$ cat src/rtl/prs_map.vh
/*
 Register offsets, field positions and reset values of the power and reset status slice.
 Assumes byte addresses on a 12-bit register port.
*/
`ifndef PRS_MAP_VH
`define PRS_MAP_VH
`define PRS_OFF_IRQ_EN_SET 12'h304
`define PRS_OFF_IRQ_EN_CLR 12'h308
`define PRS_OFF_RESET_CAUSE 12'h400
`define PRS_OFF_MEM_STATUS 12'h428
`define PRS_OFF_USB_STATUS 12'h438
`define PRS_OFF_DEEP_OFF 12'h500
`define PRS_OFF_PF_CONFIG 12'h510
`define PRS_OFF_SCRATCH 12'h51c
`define PRS_OFF_PF_COMPARE 12'h600
`define PRS_IRQ_ATTACH_BIT 7
`define PRS_IRQ_REMOVE_BIT 8
`define PRS_IRQ_READY_BIT 9
`define PRS_RC_WIDTH 9
`define PRS_RC_PIN 0
`define PRS_RC_DOG 1
`define PRS_RC_SOFT 2
`define PRS_RC_HANG 3
`define PRS_RC_GPIO_WAKE 16
`define PRS_RC_VBUS_WAKE 20
`define PRS_PF_EN_BIT 0
`define PRS_PF_THR_LSB 1
`define PRS_PF_THR_MSB 4
`define PRS_PF_HV_LSB 8
`define PRS_PF_HV_MSB 11
`define PRS_PF_RESET 12'h000
`define PRS_US_PRESENCE_BIT 0
`define PRS_US_SETTLED_BIT 1
`define PRS_SCRATCH_RESET 32'h00000000
`define PRS_THR_MIN_CODE 4'h4
`endif

$ cat src/rtl/prs_regs.v
/*
 Power management register slice: interrupt enables for three supply events,
 reset cause, memory block status, supply status, deep-off entry,
 power-fail comparator setup and retained scratch.
 Assumes a single-cycle register port, synchronous status inputs, and a
 power-up reset por_i that is asserted only when power is first applied.
*/
// Strobed register access was chosen for this implementation.
`timescale 1ns/100ps
`include "prs_map.vh"
module prs_regs #(
  parameter ADDR_W = 12,
  parameter BLOCKS = 4
) (
  input wire ref_clk_i,
  input wire rst_i,
  input wire por_i,
  input wire [ADDR_W-1:0] addr_i,
  input wire [31:0] wdata_i,
  input wire wr_i,
  input wire rd_i,
  output reg [31:0] rdata_o,
  input wire pin_reset_flag_i,
  input wire watchdog_reset_flag_i,
  input wire soft_reset_flag_i,
  input wire core_hang_flag_i,
  input wire gpio_wake_flag_i,
  input wire low_power_comparator_wake_flag_i,
  input wire debug_wake_flag_i,
  input wire field_detect_wake_flag_i,
  input wire vbus_wake_flag_i,
  input wire [2*BLOCKS-1:0] mem_sect0_on_i,
  input wire supply_presence_i,
  input wire usb_regulator_settled_i,
  input wire high_voltage_input_only_i,
  input wire supply_attach_event_i,
  input wire supply_removal_event_i,
  input wire usb_supply_ready_event_i,
  output reg supply_attach_irq_o,
  output reg supply_removal_irq_o,
  output reg usb_supply_ready_irq_o,
  output reg deep_off_request_o,
  output reg power_fail_warn_enable_o,
  output reg [3:0] pf_level_code_o,
  output reg pf_level_high_rail_o
);
  localparam RCW = `PRS_RC_WIDTH;

  ////////////////////////////////////////////////////////////////////////////
  // Decode

  wire hit_set = (addr_i == `PRS_OFF_IRQ_EN_SET);
  wire hit_clr = (addr_i == `PRS_OFF_IRQ_EN_CLR);
  wire hit_rc = (addr_i == `PRS_OFF_RESET_CAUSE);
  wire hit_ms = (addr_i == `PRS_OFF_MEM_STATUS);
  wire hit_us = (addr_i == `PRS_OFF_USB_STATUS);
  wire hit_off = (addr_i == `PRS_OFF_DEEP_OFF);
  wire hit_pf = (addr_i == `PRS_OFF_PF_CONFIG);
  wire hit_sc = (addr_i == `PRS_OFF_SCRATCH);
  wire hit_cmp = (addr_i == `PRS_OFF_PF_COMPARE);

  ////////////////////////////////////////////////////////////////////////////
  // Interrupt enables

  reg [2:0] irq_en_q;
  reg [2:0] irq_en_d;
  wire [2:0] wr_bits = {wdata_i[`PRS_IRQ_READY_BIT], wdata_i[`PRS_IRQ_REMOVE_BIT],
    wdata_i[`PRS_IRQ_ATTACH_BIT]};

  always @* begin
    irq_en_d = irq_en_q;
    if (wr_i && hit_set) begin
      irq_en_d = irq_en_q | wr_bits;
    end
    if (wr_i && hit_clr) begin
      irq_en_d = irq_en_q & ~wr_bits;
    end
  end

  always @(posedge ref_clk_i or posedge rst_i) begin
    if (rst_i) begin
      irq_en_q <= 3'h0;
    end else begin
      irq_en_q <= irq_en_d;
    end
  end

  // Gated event pulses, registered so each output comes from a flop
  always @(posedge ref_clk_i or posedge rst_i) begin
    if (rst_i) begin
      supply_attach_irq_o <= 1'b0;
      supply_removal_irq_o <= 1'b0;
      usb_supply_ready_irq_o <= 1'b0;
    end else begin
      supply_attach_irq_o <= supply_attach_event_i & irq_en_q[0];
      supply_removal_irq_o <= supply_removal_event_i & irq_en_q[1];
      usb_supply_ready_irq_o <= usb_supply_ready_event_i & irq_en_q[2];
    end
  end

  ////////////////////////////////////////////////////////////////////////////
  // Reset cause, on the power-up reset so it survives system resets

  wire [RCW-1:0] cause_set = {vbus_wake_flag_i, field_detect_wake_flag_i, debug_wake_flag_i,
    low_power_comparator_wake_flag_i, gpio_wake_flag_i, core_hang_flag_i, soft_reset_flag_i,
    watchdog_reset_flag_i, pin_reset_flag_i};
  wire [RCW-1:0] cause_clr = {wdata_i[`PRS_RC_VBUS_WAKE:`PRS_RC_GPIO_WAKE],
    wdata_i[`PRS_RC_HANG:`PRS_RC_PIN]};
  wire [RCW-1:0] cause_flags;

  prs_cause_flags #(
    .WIDTH(RCW)
  ) u_cause (
    .ref_clk_i(ref_clk_i),
    .por_i(por_i),
    .cause_set_i(cause_set),
    .clear_en_i(wr_i & hit_rc),
    .clear_mask_i(cause_clr),
    .flags_o(cause_flags)
  );

  ////////////////////////////////////////////////////////////////////////////
  // Memory block status

  wire [BLOCKS-1:0] block_on;

  prs_mem_status #(
    .BLOCKS(BLOCKS)
  ) u_mem (
    .sect0_on_i(mem_sect0_on_i),
    .block_on_o(block_on)
  );

  ////////////////////////////////////////////////////////////////////////////
  // Deep-off request, one-cycle pulse on a write of one

  always @(posedge ref_clk_i or posedge rst_i) begin
    if (rst_i) begin
      deep_off_request_o <= 1'b0;
    end else begin
      deep_off_request_o <= wr_i & hit_off & wdata_i[0];
    end
  end

  ////////////////////////////////////////////////////////////////////////////
  // Power-fail configuration

  reg [11:0] pf_q;

  always @(posedge ref_clk_i or posedge rst_i) begin
    if (rst_i) begin
      pf_q <= `PRS_PF_RESET;
    end else if (wr_i && hit_pf) begin
      pf_q <= {wdata_i[`PRS_PF_HV_MSB:`PRS_PF_HV_LSB], 3'h0,
        wdata_i[`PRS_PF_THR_MSB:`PRS_PF_THR_LSB], wdata_i[`PRS_PF_EN_BIT]};
    end
  end

  wire [3:0] main_code = pf_q[`PRS_PF_THR_MSB:`PRS_PF_THR_LSB];
  wire [3:0] hv_code = pf_q[`PRS_PF_HV_MSB:`PRS_PF_HV_LSB];

  // Comparator code: main field in normal mode, high rail field only when
  // the supply feeds the high input alone. Main codes below 4 are passed on
  // unchanged; software is expected to avoid them.
  always @(posedge ref_clk_i or posedge rst_i) begin
    if (rst_i) begin
      power_fail_warn_enable_o <= 1'b0;
      pf_level_code_o <= 4'h0;
      pf_level_high_rail_o <= 1'b0;
    end else begin
      power_fail_warn_enable_o <= pf_q[`PRS_PF_EN_BIT];
      pf_level_high_rail_o <= high_voltage_input_only_i;
      if (high_voltage_input_only_i) begin
        pf_level_code_o <= hv_code;
      end else begin
        pf_level_code_o <= main_code;
      end
    end
  end

  ////////////////////////////////////////////////////////////////////////////
  // Retained scratch, only the power-up reset touches it

  reg [31:0] scratch_q;

  always @(posedge ref_clk_i or posedge por_i) begin
    if (por_i) begin
      scratch_q <= `PRS_SCRATCH_RESET;
    end else if (wr_i && hit_sc) begin
      scratch_q <= wdata_i;
    end
  end

  ////////////////////////////////////////////////////////////////////////////
  // Read data, registered; unmapped and write-only addresses read zero

  reg [31:0] rd_d;

  always @* begin
    rd_d = 32'h00000000;
    if (hit_set || hit_clr) begin
      rd_d[`PRS_IRQ_ATTACH_BIT] = irq_en_q[0];
      rd_d[`PRS_IRQ_REMOVE_BIT] = irq_en_q[1];
      rd_d[`PRS_IRQ_READY_BIT] = irq_en_q[2];
    end else if (hit_rc) begin
      rd_d[`PRS_RC_HANG:`PRS_RC_PIN] = cause_flags[3:0];
      rd_d[`PRS_RC_VBUS_WAKE:`PRS_RC_GPIO_WAKE] = cause_flags[RCW-1:4];
    end else if (hit_ms) begin
      rd_d[BLOCKS-1:0] = block_on;
    end else if (hit_us) begin
      rd_d[`PRS_US_PRESENCE_BIT] = supply_presence_i;
      rd_d[`PRS_US_SETTLED_BIT] = usb_regulator_settled_i;
    end else if (hit_pf) begin
      rd_d[11:0] = pf_q;
    end else if (hit_sc) begin
      rd_d = scratch_q;
    end else if (hit_cmp) begin
      rd_d[3:0] = (high_voltage_input_only_i) ? hv_code : main_code;
      rd_d[4] = high_voltage_input_only_i;
    end
  end

  always @(posedge ref_clk_i or posedge rst_i) begin
    if (rst_i) begin
      rdata_o <= 32'h00000000;
    end else if (rd_i) begin
      rdata_o <= rd_d;
    end else begin
      rdata_o <= 32'h00000000;
    end
  end
endmodule // prs_regs

$ cat src/rtl/prs_cause_flags.v
/*
 Sticky reset cause flags, accumulating across resets.
 Assumes it sits on the always-on power-up reset, not on the system reset,
 and that cause pulses are one cycle wide and synchronous.
*/
`timescale 1ns/100ps
module prs_cause_flags #(
  parameter WIDTH = 9
) (
  input wire ref_clk_i,
  input wire por_i,
  input wire [WIDTH-1:0] cause_set_i,
  input wire clear_en_i,
  input wire [WIDTH-1:0] clear_mask_i,
  output wire [WIDTH-1:0] flags_o
);
  reg [WIDTH-1:0] flags_q;
  genvar g;
  generate
    for (g = 0; g < WIDTH; g = g + 1) begin : g_flag
      // Set wins over a same-cycle clear
      always @(posedge ref_clk_i or posedge por_i) begin
        if (por_i) begin
          flags_q[g] <= 1'b0;
        end else if (cause_set_i[g]) begin
          flags_q[g] <= 1'b1;
        end else if (clear_en_i && clear_mask_i[g]) begin
          flags_q[g] <= 1'b0;
        end
      end
    end
  endgenerate
  assign flags_o = flags_q;
endmodule // prs_cause_flags

$ cat src/rtl/prs_mem_status.v
/*
 Folds per-macro section 0 power states into four block bits.
 Assumes section power inputs are synchronous levels.
*/
`timescale 1ns/100ps
module prs_mem_status #(
  parameter BLOCKS = 4
) (
  input wire [2*BLOCKS-1:0] sect0_on_i,
  output wire [BLOCKS-1:0] block_on_o
);
  genvar k;
  generate
    for (k = 0; k < BLOCKS; k = k + 1) begin : g_blk
      assign block_on_o[k] = sect0_on_i[2*k] | sect0_on_i[2*k+1];
    end
  endgenerate
endmodule // prs_mem_status

$ cat config.mk
export PLATFORM = sky130hd
export DESIGN_NAME = prs_regs
export DESIGN_NICKNAME = d
export VERILOG_FILES = /design/src/rtl/prs_regs.v /design/src/rtl/prs_cause_flags.v /design/src/rtl/prs_mem_status.v
export VERILOG_INCLUDE_DIRS = /design/src /design/src/rtl
export SDC_FILE = /design/constraint.sdc
export NUM_CORES = 1
export LEC_CHECK = 0
export BUFFER_PORTS_ARGS = -buffer_cell sky130_fd_sc_hd__buf_2
export CORE_ASPECT_RATIO = 0.9
export CORE_UTILIZATION = 40
export CTS_CLUSTER_DIAMETER = 30
export CTS_CLUSTER_SIZE = 8
export DETAILED_ROUTE_END_ITERATION = 8
export MAX_ROUTING_LAYER = met4
export PLACE_DENSITY = 0.69
export SLEW_MARGIN = 20
export SYNTH_ARGS = -nofsm -noshare
export SYNTH_HDL_FRONTEND = slang
export SYNTH_SLANG_ARGS = --single-unit
$ cat constraint.sdc
create_clock -name ref_clk_i -period 1.35 [get_ports ref_clk_i]
set_input_delay 0.0675 -clock ref_clk_i [delete_from_list [all_inputs] [get_ports ref_clk_i]]
set_output_delay 0.0675 -clock ref_clk_i [all_outputs]
set_load 0.01 [all_outputs]
Word-level counts from Yosys, hierarchy flattened:

Index checks and enable logic that the tools add are counted.

* flip-flop bits (word level): 95
* input port bits: 72
* output and inout port bits: 42

* eq/ne operators: 9
* multiplexer cells: 47
* bitwise operators: 13
* reductions and logical operators: 24

Operator list (number)
* 27-bit two-way mux: 6
* 12-bit by 11-bit == test with 1-bit output, second input constant: 7
* 12-bit two-way mux: 6
* 32-bit two-way mux: 1
* 30-bit two-way mux: 1
* 28-bit two-way mux: 1
* 12-bit by 10-bit == test with 1-bit output, second input constant: 2
* 22-bit two-way mux: 1
* 20-bit two-way mux: 1
* 2-bit nonzero test: 10
* 1-bit two-way mux: 18
* 5-bit two-way mux: 3
* 1-bit logical AND: 13
* 4-bit two-way mux: 3
* 11-bit two-way mux: 1
* 3-bit two-way mux: 3
* 7-bit two-way mux: 1
* 1-bit AND: 6
* 1-bit OR: 4
* 3-bit AND: 1
* 3-bit inverter: 1
* 3-bit OR: 1
* 2-bit two-way mux: 1
* 1-bit logical OR: 1

Longest topological paths before layout:

Gate-level depths: netlist of the first run.

* depth after elaboration: 17
* gate-level depth with buffers: 7

Modules after synthesis:

From an unflattened synthesis of the first run, not the netlist that was laid out.

* cells, all modules: 286
* area, all modules: 3806.2 um^2

Modules (own cells, without submodules)
* prs_regs: instances 1, cells an instance 253, area an instance 3439.5 um^2, seq. area each 2152.1 um^2
* prs_cause_flags: instances 1, cells an instance 29, area an instance 341.6 um^2, seq. area each 225.2 um^2
* prs_mem_status: instances 1, cells an instance 4, area an instance 25.0 um^2, seq. area each 0.0 um^2

Worst setup path before layout of the first run:

No wires, ideal clock.

* path kind: input port to flip-flop
* start point: input addr_i[11]
* end point: register rdata_o[21]
* setup time: 119 ps
* arrival: 1313 ps
* path slack: -82 ps
* cell stages on the path: 6
* cell sequence: or4_4 > nor4b_4 > nand2b_4 > nor2_2 > buf_6 > and2_1

* word-level cells in the longest chain between the ends: 13
* elaborated cells on any way between the ends: 20

RTL lines
* start, declared: line prs_regs.v:18 `input wire [ADDR_W-1:0] addr_i,`
* 12-bit by 11-bit == test with 1-bit output (no line)
* 27-bit two-way mux: line prs_regs.v:215 `end else if (hit_sc) begin`
* 27-bit two-way mux: line prs_regs.v:213 `end else if (hit_pf) begin`
* 27-bit two-way mux: line prs_regs.v:210 `end else if (hit_us) begin`
* 27-bit two-way mux: line prs_regs.v:208 `end else if (hit_ms) begin`
* 27-bit two-way mux: line prs_regs.v:205 `end else if (hit_rc) begin`
* 27-bit two-way mux: line prs_regs.v:201 `if (hit_set || hit_clr) begin`
* 20-bit two-way mux: line prs_regs.v:213
* 30-bit two-way mux: line prs_regs.v:210
* 28-bit two-way mux: line prs_regs.v:208
* 11-bit two-way mux: line prs_regs.v:205
* 22-bit two-way mux *: line prs_regs.v:201
* 32-bit two-way mux *: line prs_regs.v:226 `end else if (rd_i) begin`
* end signal, assigned: line prs_regs.v:227 `rdata_o <= rd_d;`
* end, declared: line prs_regs.v:22 `output reg [31:0] rdata_o,`

Mark *: on every way between the ends. The rest lies on a longest branch, timed or not. The select of a mux whose other input is x is not followed.
A chain may end at the register's enable or synchronous reset.

Worst setup path after layout of the first run:

* start point: register pf_q[2]
* end point: register rdata_o[1]

* word-level cells in the longest chain between the ends: 13

RTL lines
* start, declared: line prs_regs.v:148 `reg [11:0] pf_q;`
* start signal, assigned: line prs_regs.v:152 `` pf_q <= `PRS_PF_RESET; ``
* start signal, assigned: line prs_regs.v:154 `` pf_q <= {wdata_i[`PRS_PF_HV_MSB:`PRS_PF_HV_LSB], 3'h0, ``
* 4-bit two-way mux: line prs_regs.v:218 `rd_d[3:0] = (high_voltage_input_only_i) ? hv_code : main_code;`
* 5-bit two-way mux: line prs_regs.v:217 `end else if (hit_cmp) begin`
* 5-bit two-way mux: line prs_regs.v:215
* 12-bit two-way mux: line prs_regs.v:213
* 12-bit two-way mux: line prs_regs.v:210
* 12-bit two-way mux: line prs_regs.v:208
* 12-bit two-way mux: line prs_regs.v:205
* 12-bit two-way mux: line prs_regs.v:201
* 2-bit two-way mux: line prs_regs.v:210
* 4-bit two-way mux: line prs_regs.v:208
* 4-bit two-way mux: line prs_regs.v:205
* 7-bit two-way mux: line prs_regs.v:201
* 32-bit two-way mux: line prs_regs.v:226

Every way passes these cells. The select of a mux whose other input is x is not followed.

==> results.txt, run 1 <==
----------------------------------------------------
[Layout]
  Total area of sequential cells ... 0.00238 mm^2
  Post-layout nets ... 560
  Area used by multi-input combinational logic ... 0.00153 mm^2
  FILL cells ... 792
  Number of diodes ... 0
  Post-synthesis to final-layout area growth ... 42.8%
  Number of standard cells in the layout, taps in and fillers out ... 618
  Share of cells above drive strength 1 ... 44.3%

[Route]
  Remaining routing DRC violations ... 0
  Total Routed Length ... 9.69 mm
  Detailed-routing iteration count for the pre-antenna-repair pass ... 5
  Post-DRT Antenna Nets ... 0
  Per-cell via count in the routed design ... 4.93
  Starting DRT DRC Count ... 108
  Average wire per standard cell ... 15.7 um
  Routed vias ... 3045

[CTS]
  Clock slew at reported path FFs ... 0.09 ns
  Clock tree from TritonCTS ... done
  CTS HTree Levels ... 3
  TritonCTS sink count ... 95
  Number of CTS-inserted buffers ... 9
  Maximum clock insertion buffer count ... 2
  Root Driver ... clkbuf_8
  Skew-Pair Late Insertion Delay ... 0.35 ns

[STA]
  Min cycle time layout ... 1.29 ns
  Final total negative setup slack ... 0 ns
  Min setup slack post-route ... 0.0648 ns
  Max Slew Vio Count ... 0
  Setup repair after global routing missed its margin ... false
  Setup Viol. Count Final ... 0
  Number of hold-slack violations in the final timing report ... 0
  Crit share post-route ... 95.2%
  Post-route worst hold slack ... 0.0849 ns
  Final Skew ... 0.0103 ns
  Pin slew with the least headroom to its limit ... 0.486 ns
  Highest clock rate ... 778 MHz
  Slew Limit Headroom ... 67.6%

[Synth]
  Cell count after synthesis ... 293
  Count of state elements after synthesis ... 95
  Unique masters post-synth ... 42
  Post-Syn Area per Cell ... 13.6 um^2
  Cell taking the most area after synthesis ... dfrtp_1
  Proportion of netlist area held by the largest area contributor ... 59.6%
  Yosys warning count ... 0
  Syn Std Cell Area ... 0.00399 mm^2
  Net count of the mapped netlist ... 365
  Share of the yosys chip area belonging to registers ... 59.6%
  Top cells by area, synth ... dfrtp_1 (60%), mux2_4 (7.5%), mux2_2 (4.2%)

[Worst setup path]
  Classification of the worst setup path ... register to register
  Worst r2r src ... pf_q[2]
  Launch point of the critical path ... pf_q[2]
  Reg-to-reg setup timing slack ... 0.06 ns
  CP max stage cell ... dfrtp_1
  Endpoint of the worst register-to-register path ... rdata_o[1]
  Timing endpoint of the critical path ... rdata_o[1]
  Worst-path cell chain ... mux2_2 > and3_1 > o221ai_2 > a211oi_1
  CP Launch Type ... register
  Data required time of the critical path ... 1.59 ns
  Sort of element at the end of the critical path ... register
  Maximum cell stage delay along the critical path ... 0.42 ns
  CP max FO ... 2
  Critical path arrival ... 1.52 ns
  Worst Reg-to-Reg Cells ... 4

[Worst hold path]
  Classification of the worst-slack hold path ... input pin to register
  Launch point of the worst hold path ... wr_i

[Die]
  Ports ... 114
  Starting density of the core ... 41.3%
  Core Area ... 0.00966 mm^2
  Horizontal die dimension ... 107 um
  Die height ... 96.7 um
  Total die area ... 0.0104 mm^2
  Number of core rows ... 34

[Placement]
  I/O Buffers ... 113
  Routability Congestion ... 0.835
  HPWL after DPL ... 6.93 mm
  Dpl cells ... 555
  Worst slack at placement ... -0.364 ns

[Global route]
  Largest net degree at the start of global routing ... 41
  Number of global-route vias before repair ... 3178
  Initial antenna violation count ... 0
  Global routing usage summed across all routing layers ... 20.5%
  Wire length of the first global-routing pass ... 15.8 mm
  Grt ovf ... 0

[Pwr]
  Leakage power summed over all cells ... 2.95 nW
  Pwr Density ... 1000 mW/mm^2
  Peak supply drop ... 0.595 mV

[Flow run]
  Max-cap check violation count ... 0

[Status]
  Run status ... finished clean

----------------------------------------------------
power breakdown:
group	internal (mW)	switching (mW)	total (mW)
Combinational	0.236	0.195	0.430
Sequential	2.85	0.00519	2.86
Clock	1.43	0.976	2.40
critical path: cells and delay by family, from the launching register on:
family / cells / cell delay (ns)
AOI/OAI and AO/OA: 2 / 0.25
and+or+nand+nor: 1 / 0.22
muxes: 1 / 0.29
DFF: 1 / 0.42
registers in the layout, indices dropped and copies added, names as in the netlist, named ones only:
name                      count
scratch_q                    32
usb_supply_ready_irq_o        1
rdata_o                      32
deep_off_request_o            1
power_fail_warn_enable_o      1
pf_level_code_o               4
u_cause.flags_o               9
supply_removal_irq_o          1
pf_level_high_rail_o          1
pf_q                          9
supply_attach_irq_o           1
cell type report:
cell class | instances | area share, %
well taps | 126 | 2.77
multi-input cells | 184 | 26.9
flip-flops and latches | 95 | 41.8
inverters | 3 | 0.264
repair buffers | 195 | 23.7
clock inverters | 6 | 2.46
clock buffers | 9 | 2.18
metal layers:
metal	share of wire [%]	up-vias	global-route usage [%]
li1	-	1434	-
met1	44	1524	25.1
met2	51	78	34.9
met3	4.1	9	4.04
met4	0.69	0	5.06
met5	0	-	-
worst min path at each step:
stage / end / slack, ns / cells after the start
global placement: rdata_o[21] / 0.06 / 2
finish: deep_off_request_o / 0.08 / 2
CTS: deep_off_request_o / 0.06 / 2
floorplan: pf_level_high_rail_o / 0.1 / 0
detailed placement: rdata_o[25] / 0.08 / 2
global route: deep_off_request_o / 0.06 / 2
cells in the mapped netlist (all sizes together):
cell and number:
dfrtp 95, mux2 45, and2 25, nand2 23, nor2 14, buf 11, a21o 10, a22oi 9
a21oi 8, o21ai 6, and3 5, nand4 5, a31oi 4, nor4b 4, and4 3, inv 3
nand3 3, o221ai 3, a211oi 2, nor4 2, a22o 1, a32oi 1, and4bb 1, nand2b 1
nor2b 1, nor3b 1, nor4bb 1, o2111ai 1, o211ai 1, o21bai 1, or3 1, or4 1
xnor2 1
kinds of logic (layout without fill, tap and decap cells):
family          Yosys count  count (layout)  share of synthesized area (%)
compound gates           47              47                           8.04
buf+inv                  14             213                           2.57
simple gates             91              91                           14.9
mux                      45              45                           14.6
xor+xnor                  1               1                          0.220
flops                    95              95                           59.6
per-stage QoR:
step	instance area, um^2	util [%]	total power [mW]
6_report	5690	58.9	5.69
5_1_grt	5690	58.9	5.92
4_1_cts	5670	58.7	5.77
3_5_place_dp	4930	51.1	3.24
3_3_place_gp	4930	51.1	3.23
2_1_floorplan	4000	-	3.02
repair_timing:
action	4_1_cts	5_1_grt
gates resized for setup	0	5
hold buffers	47	0
endpoints found under the setup margin	0	23
hold endpoints to repair	89	0
setup buffers	0	1
layout by cell type, fill, tap and decap left out, types with 2 or more instances in the layout:
cell type	instances
dlygate4sd3_1	47
nand2_2	2
a211oi_1	2
buf_12	4
mux2_1	10
nor4b_2	2
and4_1	2
o221ai_1	2
buf_2	113
o21ai_0	3
clkbuf_8	9
nand3_1	3
mux2_4	21
nand4_1	5
a21oi_1	7
a22oi_1	9
and2_1	24
o21ai_1	3
buf_4	31
and3_1	5
nor2_1	13
a31oi_1	4
bufinv_16	4
nor4b_4	2
dfrtp_1	95
a21o_1	10
mux2_2	14
nand2_1	21
Note: power is estimated with default switching activity, not from simulation.
==> run 2, diff against run 1 <==
PLACE_DENSITY = 0.68   (was 0.69)
==> results.txt, run 2 (synthesis gave the netlist of run 1 again) <==
----------------------------------------------------
[Status]
  Run status ... finished clean

[STA]
  Crit share post-route ... 97.3%
  Highest clock rate ... 761 MHz
  Min cycle time layout ... 1.31 ns
  Final Skew ... 0.00947 ns
  Post-route worst hold slack ... 0.0686 ns
  Max Slew Vio Count ... 0
  Number of hold-slack violations in the final timing report ... 0
  Setup repair after global routing missed its margin ... false
  Setup Viol. Count Final ... 0
  Pin slew with the least headroom to its limit ... 0.378 ns
  Slew Limit Headroom ... 74.8%

[Route]
  Detailed-routing iteration count for the pre-antenna-repair pass ... 4
  Starting DRT DRC Count ... 48
  Remaining routing DRC violations ... 0
  Total Routed Length ... 9.76 mm
  Per-cell via count in the routed design ... 4.94
  Average wire per standard cell ... 15.7 um
  Routed vias ... 3077
  Post-DRT Antenna Nets ... 0

[Worst hold path]
  Number of cells on the worst hold path ... 2
  Launch point of the worst hold path ... wr_i
  Classification of the worst-slack hold path ... input pin to register
  Worst Hold End ... deep_off_request_o

[Layout]
  Number of standard cells in the layout, taps in and fillers out ... 623
  Area of all placed cells without fillers ... 0.00565 mm^2
  Number of diodes ... 0
  Share of cells above drive strength 1 ... 45.1%
  Post-synthesis to final-layout area growth ... 41.7%
  Post-layout nets ... 564
  Leading cell type in the layout, fill and taps excluded ... buf_2
  Commonest cells after routing, fill and taps aside ... buf_2 (113), dfrtp_1 (95), dlygate4sd3_1 (47), buf_4 (35), and2_1 (24)
  Share of the core filled with cells ... 58.5%
  Largest registers ... rdata_o: 32 flops, scratch_q: 32 flops

[Pwr]
  Leakage power summed over all cells ... 2.94 nW
  Peak supply drop ... 0.569 mV
  Pwr Density ... 899 mW/mm^2
  Overall power consumption ... 5.08 mW

[CTS]
  CTS HTree Levels ... 3
  TritonCTS sink count ... 95
  Maximum clock insertion buffer count ... 2
  Clock slew at reported path FFs ... 0.10 ns
  Skew-Pair Late Insertion Delay ... 0.36 ns
  Root Driver ... clkbuf_8
  Clock tree from TritonCTS ... done
  Number of CTS-inserted buffers ... 9

[Worst setup path]
  Data required time of the critical path ... 1.59 ns
  Maximum cell stage delay along the critical path ... 0.44 ns
  CP Launch Type ... register
  Worst r2r src ... pf_q[2]
  Critical path arrival ... 1.56 ns
  Worst-path cell chain ... mux2_2 > and3_1 > o221ai_2 > a211oi_1
  Worst Reg-to-Reg Cells ... 4
  Sort of element at the end of the critical path ... register
  Endpoint of the worst register-to-register path ... rdata_o[1]
  Reg-to-reg setup timing slack ... 0.04 ns
  CP max stage cell ... dfrtp_1
  Classification of the worst setup path ... register to register
  CP max FO ... 3

[Global route]
  Largest net degree at the start of global routing ... 39
  Number of global-route vias before repair ... 3314
  Wire length of the first global-routing pass ... 16.2 mm
  Met1 global-route usage ... 26.8%
  Met2 Resource Use GR ... 34.0%
  Met3 routing resource usage after global routing ... 3.57%
  Global routing usage summed across all routing layers ... 20.9%
  Grt ovf ... 0
  Routing layer with the top usage in global route ... met2
  Initial antenna violation count ... 0

[Placement]
  Routability Congestion ... 0.856
  HPWL after DPL ... 6.72 mm
  Post-detailed-placement cell area ... 0.00496 mm^2
  Dpl cells ... 559
  I/O Buffers ... 113

[Die]
  Core Area ... 0.00966 mm^2
  Horizontal die dimension ... 107 um
  Ports ... 114
  Total die area ... 0.0104 mm^2
  Starting density of the core ... 41.3%
  Die height ... 96.7 um
  Number of core rows ... 34

[Flow run]
  Max-cap check violation count ... 0

----------------------------------------------------
-- run 2: power by group --
part,switching (mW),internal (mW)
combinational,0.197,0.243
clock,1.07,0.712
sequential,0.00478,2.85
total,1.27,3.81
-- run 2: per-layer routing --
layer | share of wire (%) | up-vias
met3 | 4.6 | 16
met5 | 0 | -
met1 | 45 | 1527
met4 | 1.4 | 0
met2 | 49 | 91
li1 | - | 1443
-- run 2: worst max-delay path by stage --
stage / start / to / cells after the start
final: pf_q[2] / rdata_o[1] / 4
after global routing: addr_i[1] / rdata_o[1] / 7
after CTS: pf_q[2] / rdata_o[1] / 4
after detailed placement: addr_i[7] / rdata_o[7] / 6
after global placement: addr_i[11] / rdata_o[7] / 6
after floorplan: addr_i[11] / rdata_o[21] / 6
-- run 2: final cells by class --
class                   instances  area [um^2]
inverters                       3         15.0
flip-flops and latches         95         2380
clock inverters                 7         62.6
repair buffers                199         1380
fillers                       810         4010
multi-input cells             184         1530
clock buffers                   9          124
well taps                     126          158
-- run 2: metrics by stage --
step	worst slack (ns)	TNS [ns]
3_5_place_dp	-0.340	-18.00
3_3_place_gp	-0.293	-15.00
2_1_floorplan	-0.0821	-2.86
5_1_grt	0.00146	0
6_report	0.0368	0
4_1_cts	0.0310	0
-- run 2: repair_timing --
item,4_1_cts,5_1_grt
setup endpoints to repair,1,23
resized for setup,1,3
pin swaps,0,1
hold buffers,47,0
hold endpoints to repair,126,0
buffers inserted,0,1
-- run 2: worst max-delay path: cells and delay by family (launching register included) --
family / cells / cell delay (ns)
flip-flops: 1 / 0.44
AO/OA/AOI/OAI: 2 / 0.26
AND/OR/NAND/NOR: 1 / 0.21
multiplexers: 1 / 0.29
